===== config.mk =====
export PLATFORM = sky130hd
export DESIGN_NAME = spavg_top
export DESIGN_NICKNAME = d
export VERILOG_FILES = /design/src/rtl/spavg_scale.v /design/src/rtl/spavg_avg.v /design/src/rtl/spavg_top.v
export VERILOG_INCLUDE_DIRS = /design/src /design/src/rtl
export SDC_FILE = /design/constraint.sdc
export NUM_CORES = 2
export LEC_CHECK = 0
export ABC_CLOCK_PERIOD_IN_PS = 15900
export BUFFER_PORTS_ARGS = -buffer_cell sky130_fd_sc_hd__clkbuf_2
export CORE_MARGIN = 5
export CORE_UTILIZATION = 30
export DETAILED_ROUTE_END_ITERATION = 12
export SLEW_MARGIN = 30
export SYNTH_ARGS = -nofsm -noshare
export SYNTH_HDL_FRONTEND = slang
export SYNTH_SLANG_ARGS = --single-unit

===== constraint.sdc =====
create_clock -name mclk -period 15.9 [get_ports mclk]
set_input_delay 0.795 -clock mclk [delete_from_list [all_inputs] [get_ports mclk]]
set_output_delay 0.795 -clock mclk [all_outputs]
set_load 0.05 [all_outputs]

===== src/rtl/spavg_consts.vh =====
// constants for the sample post-processing and averaging block
`ifndef SPAVG_CONSTS_VH
`define SPAVG_CONSTS_VH
// register byte offsets
`define SPAVG_OFS_FORMAT   8'h00
`define SPAVG_OFS_AVGEXP   8'h04
`define SPAVG_OFS_OFFSET0  8'h08
`define SPAVG_OFS_OFFSET1  8'h0c
`define SPAVG_OFS_GAIN0    8'h10
`define SPAVG_OFS_GAIN1    8'h14
`define SPAVG_OFS_PATTERN  8'h18
`define SPAVG_OFS_STATUS   8'h1c
`define SPAVG_OFS_RESULT0  8'h20
`define SPAVG_OFS_RESULT1  8'h24
// reset values
`define SPAVG_RST_FORMAT   3'h0
`define SPAVG_RST_AVGEXP   5'h00
`define SPAVG_RST_OFFSET   16'h0000
`define SPAVG_RST_GAIN     16'h8000
`define SPAVG_RST_PATTERN  32'h5a5a0f0f
// output format selector codes
`define SPAVG_FMT_DIFF     3'h0
`define SPAVG_FMT_DIFF_CM  3'h1
`define SPAVG_FMT_AVG      3'h3
`define SPAVG_FMT_PATTERN  3'h4
// averaging limits and word fields
`define SPAVG_AVG_MAX      5'h10
`define SPAVG_POS_OVR      30
`define SPAVG_POS_SYNC     31
// saturation limits
`define SPAVG_SAT_HI       16'h7fff
`define SPAVG_SAT_LO       16'h8000
// bus responses
`define SPAVG_RESP_OKAY    2'h0
`define SPAVG_RESP_SLVERR  2'h2
`endif


===== src/rtl/spavg_scale.v =====
// per-channel offset, gain and 16-bit saturation stage
`timescale 1ns/1ps
`include "spavg_consts.vh"
module spavg_scale (
    input  wire [15:0] sample_in,    // raw signed differential code
    input  wire [15:0] offset,       // signed offset
    input  wire [15:0] gain,         // unsigned gain, 0x8000 is unity
    output reg  [15:0] sample_out,   // saturated signed result
    output reg         saturated     // result was clamped
);
    reg signed [16:0] sum_s;         // offset-added, one guard bit
    reg signed [33:0] prod_s;        // gain product
    reg signed [18:0] scaled_s;      // product shifted down by 15
    // combinational scaling path
    always @* begin
        sum_s = $signed({sample_in[15], sample_in}) + $signed({offset[15], offset});
        prod_s = sum_s * $signed({1'b0, gain});
        scaled_s = prod_s[33:15];
        if (scaled_s > $signed({3'b000, `SPAVG_SAT_HI})) begin
            sample_out = `SPAVG_SAT_HI;
            saturated  = 1'b1;
        end else if (scaled_s < $signed({3'b111, `SPAVG_SAT_LO})) begin
            sample_out = `SPAVG_SAT_LO;
            saturated  = 1'b1;
        end else begin
            sample_out = scaled_s[15:0];
            saturated  = 1'b0;
        end
    end
endmodule // spavg_scale


===== src/rtl/spavg_avg.v =====
// block averaging filter for one channel
`timescale 1ns/1ps
`include "spavg_consts.vh"
module spavg_avg #(
    parameter ACC_W = 32             // holds 2^16 sums of 16-bit codes
) (
    input  wire        mclk,
    input  wire        rst_n,
    input  wire        sample_valid, // one new scaled sample
    input  wire [15:0] sample,       // scaled signed sample
    input  wire        sample_sat,   // sample was clamped
    input  wire [4:0]  exponent,     // block length exponent
    input  wire        block_last,   // this sample ends the block
    output reg  [31:0] avg_word      // sync, overrange, 30-bit average
);
    reg  [ACC_W-1:0] acc_q;          // running block sum
    reg              ovr_q;          // sticky overrange within block
    wire [ACC_W-1:0] sum_w;          // sum including current sample
    wire             ovr_w;          // overrange including current sample
    wire signed [ACC_W+13:0] shifted_w; // 14 extra bits: sum<<14 must not overflow at N=16
    assign sum_w     = acc_q + {{(ACC_W-16){sample[15]}}, sample};
    assign ovr_w     = ovr_q | sample_sat;
    // sum over 2^N, placed as 16.14
    assign shifted_w = $signed({sum_w, 14'h0000}) >>> exponent;
    ////////////////////////////////////////////////////////////////////////
    // accumulate and emit once per block
    always @(posedge mclk) begin
        if (!rst_n) begin
            acc_q    <= {ACC_W{1'b0}};
            ovr_q    <= 1'b0;
            avg_word <= 32'h00000000;
        end else if (sample_valid) begin
            if (block_last) begin
                acc_q <= {ACC_W{1'b0}};
                ovr_q <= 1'b0;
                avg_word[29:0] <= shifted_w[29:0];
                avg_word[`SPAVG_POS_OVR] <= ovr_w;
                avg_word[`SPAVG_POS_SYNC] <= 1'b1;
            end else begin
                acc_q <= sum_w;
                ovr_q <= ovr_w;
                avg_word[`SPAVG_POS_SYNC] <= 1'b0;
            end
        end
    end
endmodule // spavg_avg


===== src/rtl/spavg_top.v =====
// sample post-processing block with averaging and axi4-lite registers
// Summary of operation
// - average blocks of 2^N, N 1..16
// - clear filter after each block
// - averaging when format 3, N 1..16
// - averaged word 32 bits, 30-bit average
// - constant input repeats in upper 16
// - bit 30 flags saturated block
// - result registers update at strobe over 2^N, output words stop
// - exponent resets to zero
// - per-channel signed 16-bit offset
// - offsets reset to zero
// - per-channel gain over 0x8000
// - gains reset to unity
// - gain overflow saturates, never wraps
// - one test pattern on both channels
// - pattern mode is format 4
// - pattern resets to 0x5a5a0f0f
// - one format for both channels
// - clamp to 0x7fff and 0x8000
// - format 1 appends untouched common-mode
// - differential codes two's complement
`timescale 1ns/1ps
`include "spavg_consts.vh"
module spavg_top (
    input  wire        mclk,
    input  wire        rst_n,
    // axi4-lite slave
    input  wire [7:0]  s_axi_awaddr,
    input  wire        s_axi_awvalid,
    output wire        s_axi_awready,
    input  wire [31:0] s_axi_wdata,
    input  wire [3:0]  s_axi_wstrb,
    input  wire        s_axi_wvalid,
    output wire        s_axi_wready,
    output reg  [1:0]  s_axi_bresp,
    output reg         s_axi_bvalid,
    input  wire        s_axi_bready,
    input  wire [7:0]  s_axi_araddr,
    input  wire        s_axi_arvalid,
    output wire        s_axi_arready,
    output reg  [31:0] s_axi_rdata,
    output reg  [1:0]  s_axi_rresp,
    output reg         s_axi_rvalid,
    input  wire        s_axi_rready,
    // conversion core
    input  wire        convert_strobe,  // one-cycle: new result pair ready
    input  wire [15:0] ch0_diff,        // channel 0 raw differential code
    input  wire [7:0]  ch0_cm,          // channel 0 common-mode code
    input  wire [15:0] ch1_diff,
    input  wire [7:0]  ch1_cm,
    // output register side
    output reg  [31:0] ch0_word,        // channel 0 output word
    output reg  [31:0] ch1_word,        // channel 1 output word
    output reg         word_valid       // one-cycle: words updated
);
    ////////////////////////////////////////////////////////////////////////
    // configuration registers
    reg  [2:0]  output_format_select;     // shared format selector
    reg  [4:0]  average_length_exponent;  // block length exponent
    reg  [15:0] offset_q [0:1];           // per-channel offsets
    reg  [15:0] channel_gain_factor [0:1];// per-channel gains
    reg  [31:0] pattern_q;                // test pattern
    reg  [16:0] blk_cnt_q;                // samples taken in block
    reg  [31:0] result_q [0:1];           // last emitted words
    // write channel holding
    reg         aw_hold_q;
    reg  [7:0]  aw_addr_q;
    reg         w_hold_q;
    reg  [31:0] w_data_q;
    reg  [3:0]  w_strb_q;
    wire        wr_go;
    wire        ar_go;
    wire [31:0] wmask;
    wire avg_on = (output_format_select == `SPAVG_FMT_AVG) &&
                  (average_length_exponent != 5'h00) &&
                  (average_length_exponent <= `SPAVG_AVG_MAX);
    // with averaging off each sample ends a block
    wire [16:0] blk_len_m1 = (17'h00001 << average_length_exponent) - 17'h00001;
    wire blk_last = !avg_on || (blk_cnt_q == blk_len_m1);
    ////////////////////////////////////////////////////////////////////////
    // per-channel datapath
    wire [15:0] diff_in [0:1];
    wire [7:0]  cm_in   [0:1];
    wire [15:0] scaled  [0:1];
    wire        sat     [0:1];
    wire [31:0] avg_w   [0:1];
    reg  [31:0] word_d  [0:1];
    assign diff_in[0] = ch0_diff;
    assign diff_in[1] = ch1_diff;
    assign cm_in[0]   = ch0_cm;
    assign cm_in[1]   = ch1_cm;
    genvar gi;
    generate
        for (gi = 0; gi < 2; gi = gi + 1) begin : g_ch
            spavg_scale u_scale (
                .sample_in  (diff_in[gi]),
                .offset     (offset_q[gi]),
                .gain       (channel_gain_factor[gi]),
                .sample_out (scaled[gi]),
                .saturated  (sat[gi])
            );
            spavg_avg u_avg (
                .mclk         (mclk),
                .rst_n        (rst_n),
                .sample_valid (convert_strobe & avg_on),
                .sample       (scaled[gi]),
                .sample_sat   (sat[gi]),
                .exponent     (average_length_exponent),
                .block_last   (blk_last),
                .avg_word     (avg_w[gi])
            );
            always @* begin
                case (output_format_select)
                    `SPAVG_FMT_DIFF_CM: begin
                        word_d[gi] = {8'h00, scaled[gi], cm_in[gi]};
                    end
                    `SPAVG_FMT_PATTERN: begin
                        word_d[gi] = pattern_q;
                    end
                    default: begin
                        word_d[gi] = {16'h0000, scaled[gi]};
                    end
                endcase
            end
        end
    endgenerate
    ////////////////////////////////////////////////////////////////////////
    // block counter and output words
    always @(posedge mclk) begin
        if (!rst_n) begin
            blk_cnt_q  <= 17'h00000;
            ch0_word   <= 32'h00000000;
            ch1_word   <= 32'h00000000;
            word_valid <= 1'b0;
        end else begin
            word_valid <= 1'b0;
            if (!avg_on) begin
                // restart block count while averaging is off; filter sum is kept
                blk_cnt_q <= 17'h00000;
            end else if (convert_strobe) begin
                blk_cnt_q <= blk_last ? 17'h00000 : blk_cnt_q + 17'h00001;
            end
            if (convert_strobe && !avg_on) begin
                ch0_word   <= word_d[0];
                ch1_word   <= word_d[1];
                word_valid <= 1'b1;
            end
        end
    end
    // averages land one cycle after the block
    reg avg_emit_q;
    always @(posedge mclk) begin
        if (!rst_n) begin
            avg_emit_q <= 1'b0;
        end else begin
            avg_emit_q <= convert_strobe && avg_on && blk_last;
        end
    end
    // result capture, averages first
    always @(posedge mclk) begin
        if (!rst_n) begin
            result_q[0] <= 32'h00000000;
            result_q[1] <= 32'h00000000;
        end else if (avg_emit_q) begin
            result_q[0] <= avg_w[0];
            result_q[1] <= avg_w[1];
        end else if (word_valid) begin
            result_q[0] <= ch0_word;
            result_q[1] <= ch1_word;
        end
    end
    ////////////////////////////////////////////////////////////////////////
    // axi4-lite write path, either order
    assign s_axi_awready = !aw_hold_q && !s_axi_bvalid;
    assign s_axi_wready  = !w_hold_q && !s_axi_bvalid;
    assign wr_go = aw_hold_q && w_hold_q && !s_axi_bvalid;
    assign wmask = {{8{w_strb_q[3]}}, {8{w_strb_q[2]}}, {8{w_strb_q[1]}}, {8{w_strb_q[0]}}};
    // register writes and write response
    always @(posedge mclk) begin
        if (!rst_n) begin
            aw_hold_q    <= 1'b0;
            aw_addr_q    <= 8'h00;
            w_hold_q     <= 1'b0;
            w_data_q     <= 32'h00000000;
            w_strb_q     <= 4'h0;
            s_axi_bvalid <= 1'b0;
            s_axi_bresp  <= `SPAVG_RESP_OKAY;
            output_format_select    <= `SPAVG_RST_FORMAT;
            average_length_exponent <= `SPAVG_RST_AVGEXP;
            offset_q[0] <= `SPAVG_RST_OFFSET;
            offset_q[1] <= `SPAVG_RST_OFFSET;
            channel_gain_factor[0] <= `SPAVG_RST_GAIN;
            channel_gain_factor[1] <= `SPAVG_RST_GAIN;
            pattern_q <= `SPAVG_RST_PATTERN;
        end else begin
            if (s_axi_awvalid && s_axi_awready) begin
                aw_hold_q <= 1'b1;
                aw_addr_q <= s_axi_awaddr;
            end
            if (s_axi_wvalid && s_axi_wready) begin
                w_hold_q <= 1'b1;
                w_data_q <= s_axi_wdata;
                w_strb_q <= s_axi_wstrb;
            end
            if (s_axi_bvalid && s_axi_bready) begin
                s_axi_bvalid <= 1'b0;
            end
            if (wr_go) begin
                aw_hold_q    <= 1'b0;
                w_hold_q     <= 1'b0;
                s_axi_bvalid <= 1'b1;
                s_axi_bresp  <= `SPAVG_RESP_OKAY;
                case ({aw_addr_q[7:2], 2'b00})
                    `SPAVG_OFS_FORMAT:
                        output_format_select <= (w_data_q[2:0] & wmask[2:0]) |
                                                (output_format_select & ~wmask[2:0]);
                    `SPAVG_OFS_AVGEXP:
                        average_length_exponent <= (w_data_q[4:0] & wmask[4:0]) |
                                                   (average_length_exponent & ~wmask[4:0]);
                    `SPAVG_OFS_OFFSET0:
                        offset_q[0] <= (w_data_q[15:0] & wmask[15:0]) |
                                       (offset_q[0] & ~wmask[15:0]);
                    `SPAVG_OFS_OFFSET1:
                        offset_q[1] <= (w_data_q[15:0] & wmask[15:0]) |
                                       (offset_q[1] & ~wmask[15:0]);
                    `SPAVG_OFS_GAIN0:
                        channel_gain_factor[0] <= (w_data_q[15:0] & wmask[15:0]) |
                                                  (channel_gain_factor[0] & ~wmask[15:0]);
                    `SPAVG_OFS_GAIN1:
                        channel_gain_factor[1] <= (w_data_q[15:0] & wmask[15:0]) |
                                                  (channel_gain_factor[1] & ~wmask[15:0]);
                    `SPAVG_OFS_PATTERN:
                        pattern_q <= (w_data_q & wmask) | (pattern_q & ~wmask);
                    `SPAVG_OFS_STATUS, `SPAVG_OFS_RESULT0, `SPAVG_OFS_RESULT1: begin
                        // read-only: ignored, still okay
                        s_axi_bresp <= `SPAVG_RESP_OKAY;
                    end
                    default: begin
                        // unmapped address
                        s_axi_bresp <= `SPAVG_RESP_SLVERR;
                    end
                endcase
            end
        end
    end
    ////////////////////////////////////////////////////////////////////////
    // axi4-lite read path, answer next cycle
    assign s_axi_arready = !s_axi_rvalid;
    assign ar_go = s_axi_arvalid && s_axi_arready;
    always @(posedge mclk) begin
        if (!rst_n) begin
            s_axi_rvalid <= 1'b0;
            s_axi_rdata  <= 32'h00000000;
            s_axi_rresp  <= `SPAVG_RESP_OKAY;
        end else if (ar_go) begin
            s_axi_rvalid <= 1'b1;
            s_axi_rresp  <= `SPAVG_RESP_OKAY;
            case ({s_axi_araddr[7:2], 2'b00})
                `SPAVG_OFS_FORMAT:  s_axi_rdata <= {29'h0, output_format_select};
                `SPAVG_OFS_AVGEXP:  s_axi_rdata <= {27'h0, average_length_exponent};
                `SPAVG_OFS_OFFSET0: s_axi_rdata <= {16'h0, offset_q[0]};
                `SPAVG_OFS_OFFSET1: s_axi_rdata <= {16'h0, offset_q[1]};
                `SPAVG_OFS_GAIN0:   s_axi_rdata <= {16'h0, channel_gain_factor[0]};
                `SPAVG_OFS_GAIN1:   s_axi_rdata <= {16'h0, channel_gain_factor[1]};
                `SPAVG_OFS_PATTERN: s_axi_rdata <= pattern_q;
                // status: averaging active and block position
                `SPAVG_OFS_STATUS:  s_axi_rdata <= {14'h0, avg_on, blk_cnt_q};
                `SPAVG_OFS_RESULT0: s_axi_rdata <= result_q[0];
                `SPAVG_OFS_RESULT1: s_axi_rdata <= result_q[1];
                default: begin
                    s_axi_rdata <= 32'h00000000;
                    s_axi_rresp <= `SPAVG_RESP_SLVERR;
                end
            endcase
        end else if (s_axi_rvalid && s_axi_rready) begin
            s_axi_rvalid <= 1'b0;
        end
    end
endmodule // spavg_top


==> impl_results.md <==
* Vias in the first global route at 40,584
* Minimum clock period at 14.83 ns
* WP data required at 16.48 ns
* CP Max Fanout at 17
* FP Rows at 146
* DRC violations left at 0
* DR vias/cell at 5.34
* Synth Flop Type: dfxtp_1
* Critical-path top delay cell: a311oi_1
* Fmax at 67.4 MHz
* Hold buffer count at cts at 0
* Die ar. at 167,000 µm²
* Metal2 WL at 75,000 µm
* Die H at 409 µm
* Num CTS Buffers at 51
* CTS tree: done
* Clk sinks at 451
* Via count at 41,328
* Avg WL per Cell at 22.5 µm
* Share of post-route cells with drive strength above 1 at 9.97%
* Setup tns final at 0 ns
* Initial antenna violation count at 3
* Post-synth top area share at 22.9%
* First-pass GRT wire length at 262,000 µm
* Number of flops mapped to enable cells by yosys at 127
* Met3 WL at 20,600 µm
* Worst-skew pair later-pin latency at 0.65 ns
* Fillers at 16,450
* Final wirelength at 174,000 µm
* HPWL Detailed at 134,000 µm
* CTS resizes at 0
* Layout area overhead at 11.0%
* Grt ovf at 0
* Synth cell types at 93
* Largest net degree at the start of global routing at 84
* Initial Util at 30.1%
* Die width at 409 µm
* HP Class: input pin to register
* Worst Path Class, Setup: register to register
* Router iterations before antenna repair at 8
* Final #Nets at 6,514
* CP arrival at 15.41 ns
* Asr flop ratio synth at 0%
* Yosys reg bits at 451
* Post-CTS setup buffer count at 0
* Initial DRC Count at 4,391
* Final hold viol count at 0
* Setup Skew at 0.0484 ns
* Core footprint at 158,000 µm²
* Synthesized area at 47,700 µm²
* Warnings from Yosys at 0
* CP max stage delay at 0.58 ns
* Antenna-violating nets left at 0
* CTS Buffer Depth at 3
* Routed met1 length at 71,300 µm
* I/O pins at 214
* Critical Path Start Type: register
* Pins Over Slew Limit at 0
* Gr usage total at 20.4%
* Synth area leaders: fa_1 23%, dfxtp_1 14%, edfxtp_1 8.0%, ha_1 6.2%, nand2_1 6.2%
* Max Used Layer: met5
* Clk pin slew, worst setup/hold paths at 0.06 ns
* RSZ-0062 raised after global routing: false
* Syn_area_per_cell at 8.51 µm²
* Seq/Total Area, Yosys at 21.6%
* Max-slew headroom at 30.3%
* Final setup viols at 0
* Root buffer cell: clkbuf_16
* Hold WS at 0.328 ns
* Util after Layout at 33.4%
* CP Capture Type: register
* Period Utilization, post-route at 93.3%
* H-tree Lvls at 2
* Routability Congestion at 0.973
* Leading area contributor after synthesis: fa_1
* Port bufs at 207
* Max cap viols at 0
* Measured slew at the worst slew-check pin at 1.04 ns
* Status: finished clean
* Cell count after synthesis at 5,597
## flip-flops by register name, indices dropped and copies added (netlist names), 17 cells and up, named ones only
register,cells
ch1_word,24
channel_gain_factor,32
g_ch.u_avg.acc_q,64
offset_q,32
s_axi_rdata,32
result_q,63
g_ch.u_avg.avg_word,63
w_data_q,32
ch0_word,32
blk_cnt_q,17
## per-stage QoR
stage	instance area [µm²]	std cells	setup slack (ns)
2_1_floorplan	47700	5598	2.42
3_3_place_gp	51000	7641	1.09
3_5_place_dp	51100	7642	0.975
4_1_cts	52800	7738	1.26
5_1_grt	52900	7740	0.0273
6_report	52900	7740	1.07
## layout by cell type, fill, tap and decap left out, types with 98 or more instances in the layout
master / instances
a21oi_1: 338
a22o_1: 98
and2_1: 253
buf_4: 117
clkbuf_2: 206
dfxtp_1: 319
edfxtp_1: 127
fa_1: 544
ha_1: 238
inv_1: 717
nand2_1: 779
nor2_1: 277
o21ai_0: 301
## final timing paths
path / start / end / slack (ns) / cells after the start
worst min register to register: s_axi_rdata[2]$_SDFFE_PN0P_ / s_axi_rdata[2]$_SDFFE_PN0P_ / 0.45 / 2
worst max register to register: offset_q[0][17]$_SDFFCE_PN0P_ / g_ch[1].u_avg.avg_word[22]$_SDFFE_PN0P_ / 1.07 / 52
worst min-delay path: s_axi_rready / s_axi_rvalid$_SDFFE_PN0P_ / 0.33 / 2
worst max-delay path: offset_q[0][17]$_SDFFCE_PN0P_ / g_ch[1].u_avg.avg_word[22]$_SDFFE_PN0P_ / 1.07 / 52
## layout make-up
| type | instances | area [µm²] | share of cell area (%) |
|---|---|---|---|
| clock inverters | 25 | 226 | 0.428 |
| clock buffers | 71 | 1480 | 2.81 |
| multi-input cells | 4071 | 33600 | 63.5 |
| well taps | 2072 | 2590 | 4.90 |
| repair buffers | 326 | 1950 | 3.69 |
| inverters | 723 | 2720 | 5.14 |
| flip-flops and latches | 451 | 10300 | 19.5 |
| diodes | 1 | 2.50 | 0.00473 |
## cell usage after synthesis (all sizes together) (42+ instances only)
master    n
and2    258
inv     721
a221oi   43
buf      64
nand2b   88
nor2    282
dfxtp   324
a31oi    42
nand2   784
nand3    79
clkbuf  289
a22oi    74
o21ai   311
edfxtp  127
fa      544
mux2i    93
a22o     98
a21o     66
a21oi   342
nor3     73
xnor2   114
ha      238
xor2     80
## metal layers
metal | track usage (%) | up-vias
li1 | - | 18607
met1 | 27.2 | 20491
met2 | 31.0 | 1894
met3 | 6.75 | 334
met4 | 7.06 | 2
met5 | 0 | -
## critical path: cells and delay by family, from the launching register on
family	cells	cell delay, ns
XOR/XNOR	2	0.50
AND/OR/NAND/NOR	8	1.93
multiplexers	2	0.49
adder cells (fa/ha/maj)	10	4.42
flip-flops	1	0.47
buffers and inverters	6	0.64
AO/OA/AOI/OAI	24	6.32
## logic make-up after synthesis
group,after synthesis,synth area share (%)
simple gates,1738,17.0
compound gates,1202,16.2
buf+inv,1076,8.60
fa+ha+maj,788,29.2
flops,451,21.6
xor+xnor,195,3.61
mux,146,3.79
other cells,1,0.00787
Power is not shown: default switching activity piles up to over one toggle a cycle in this logic, so the estimate is an artifact.
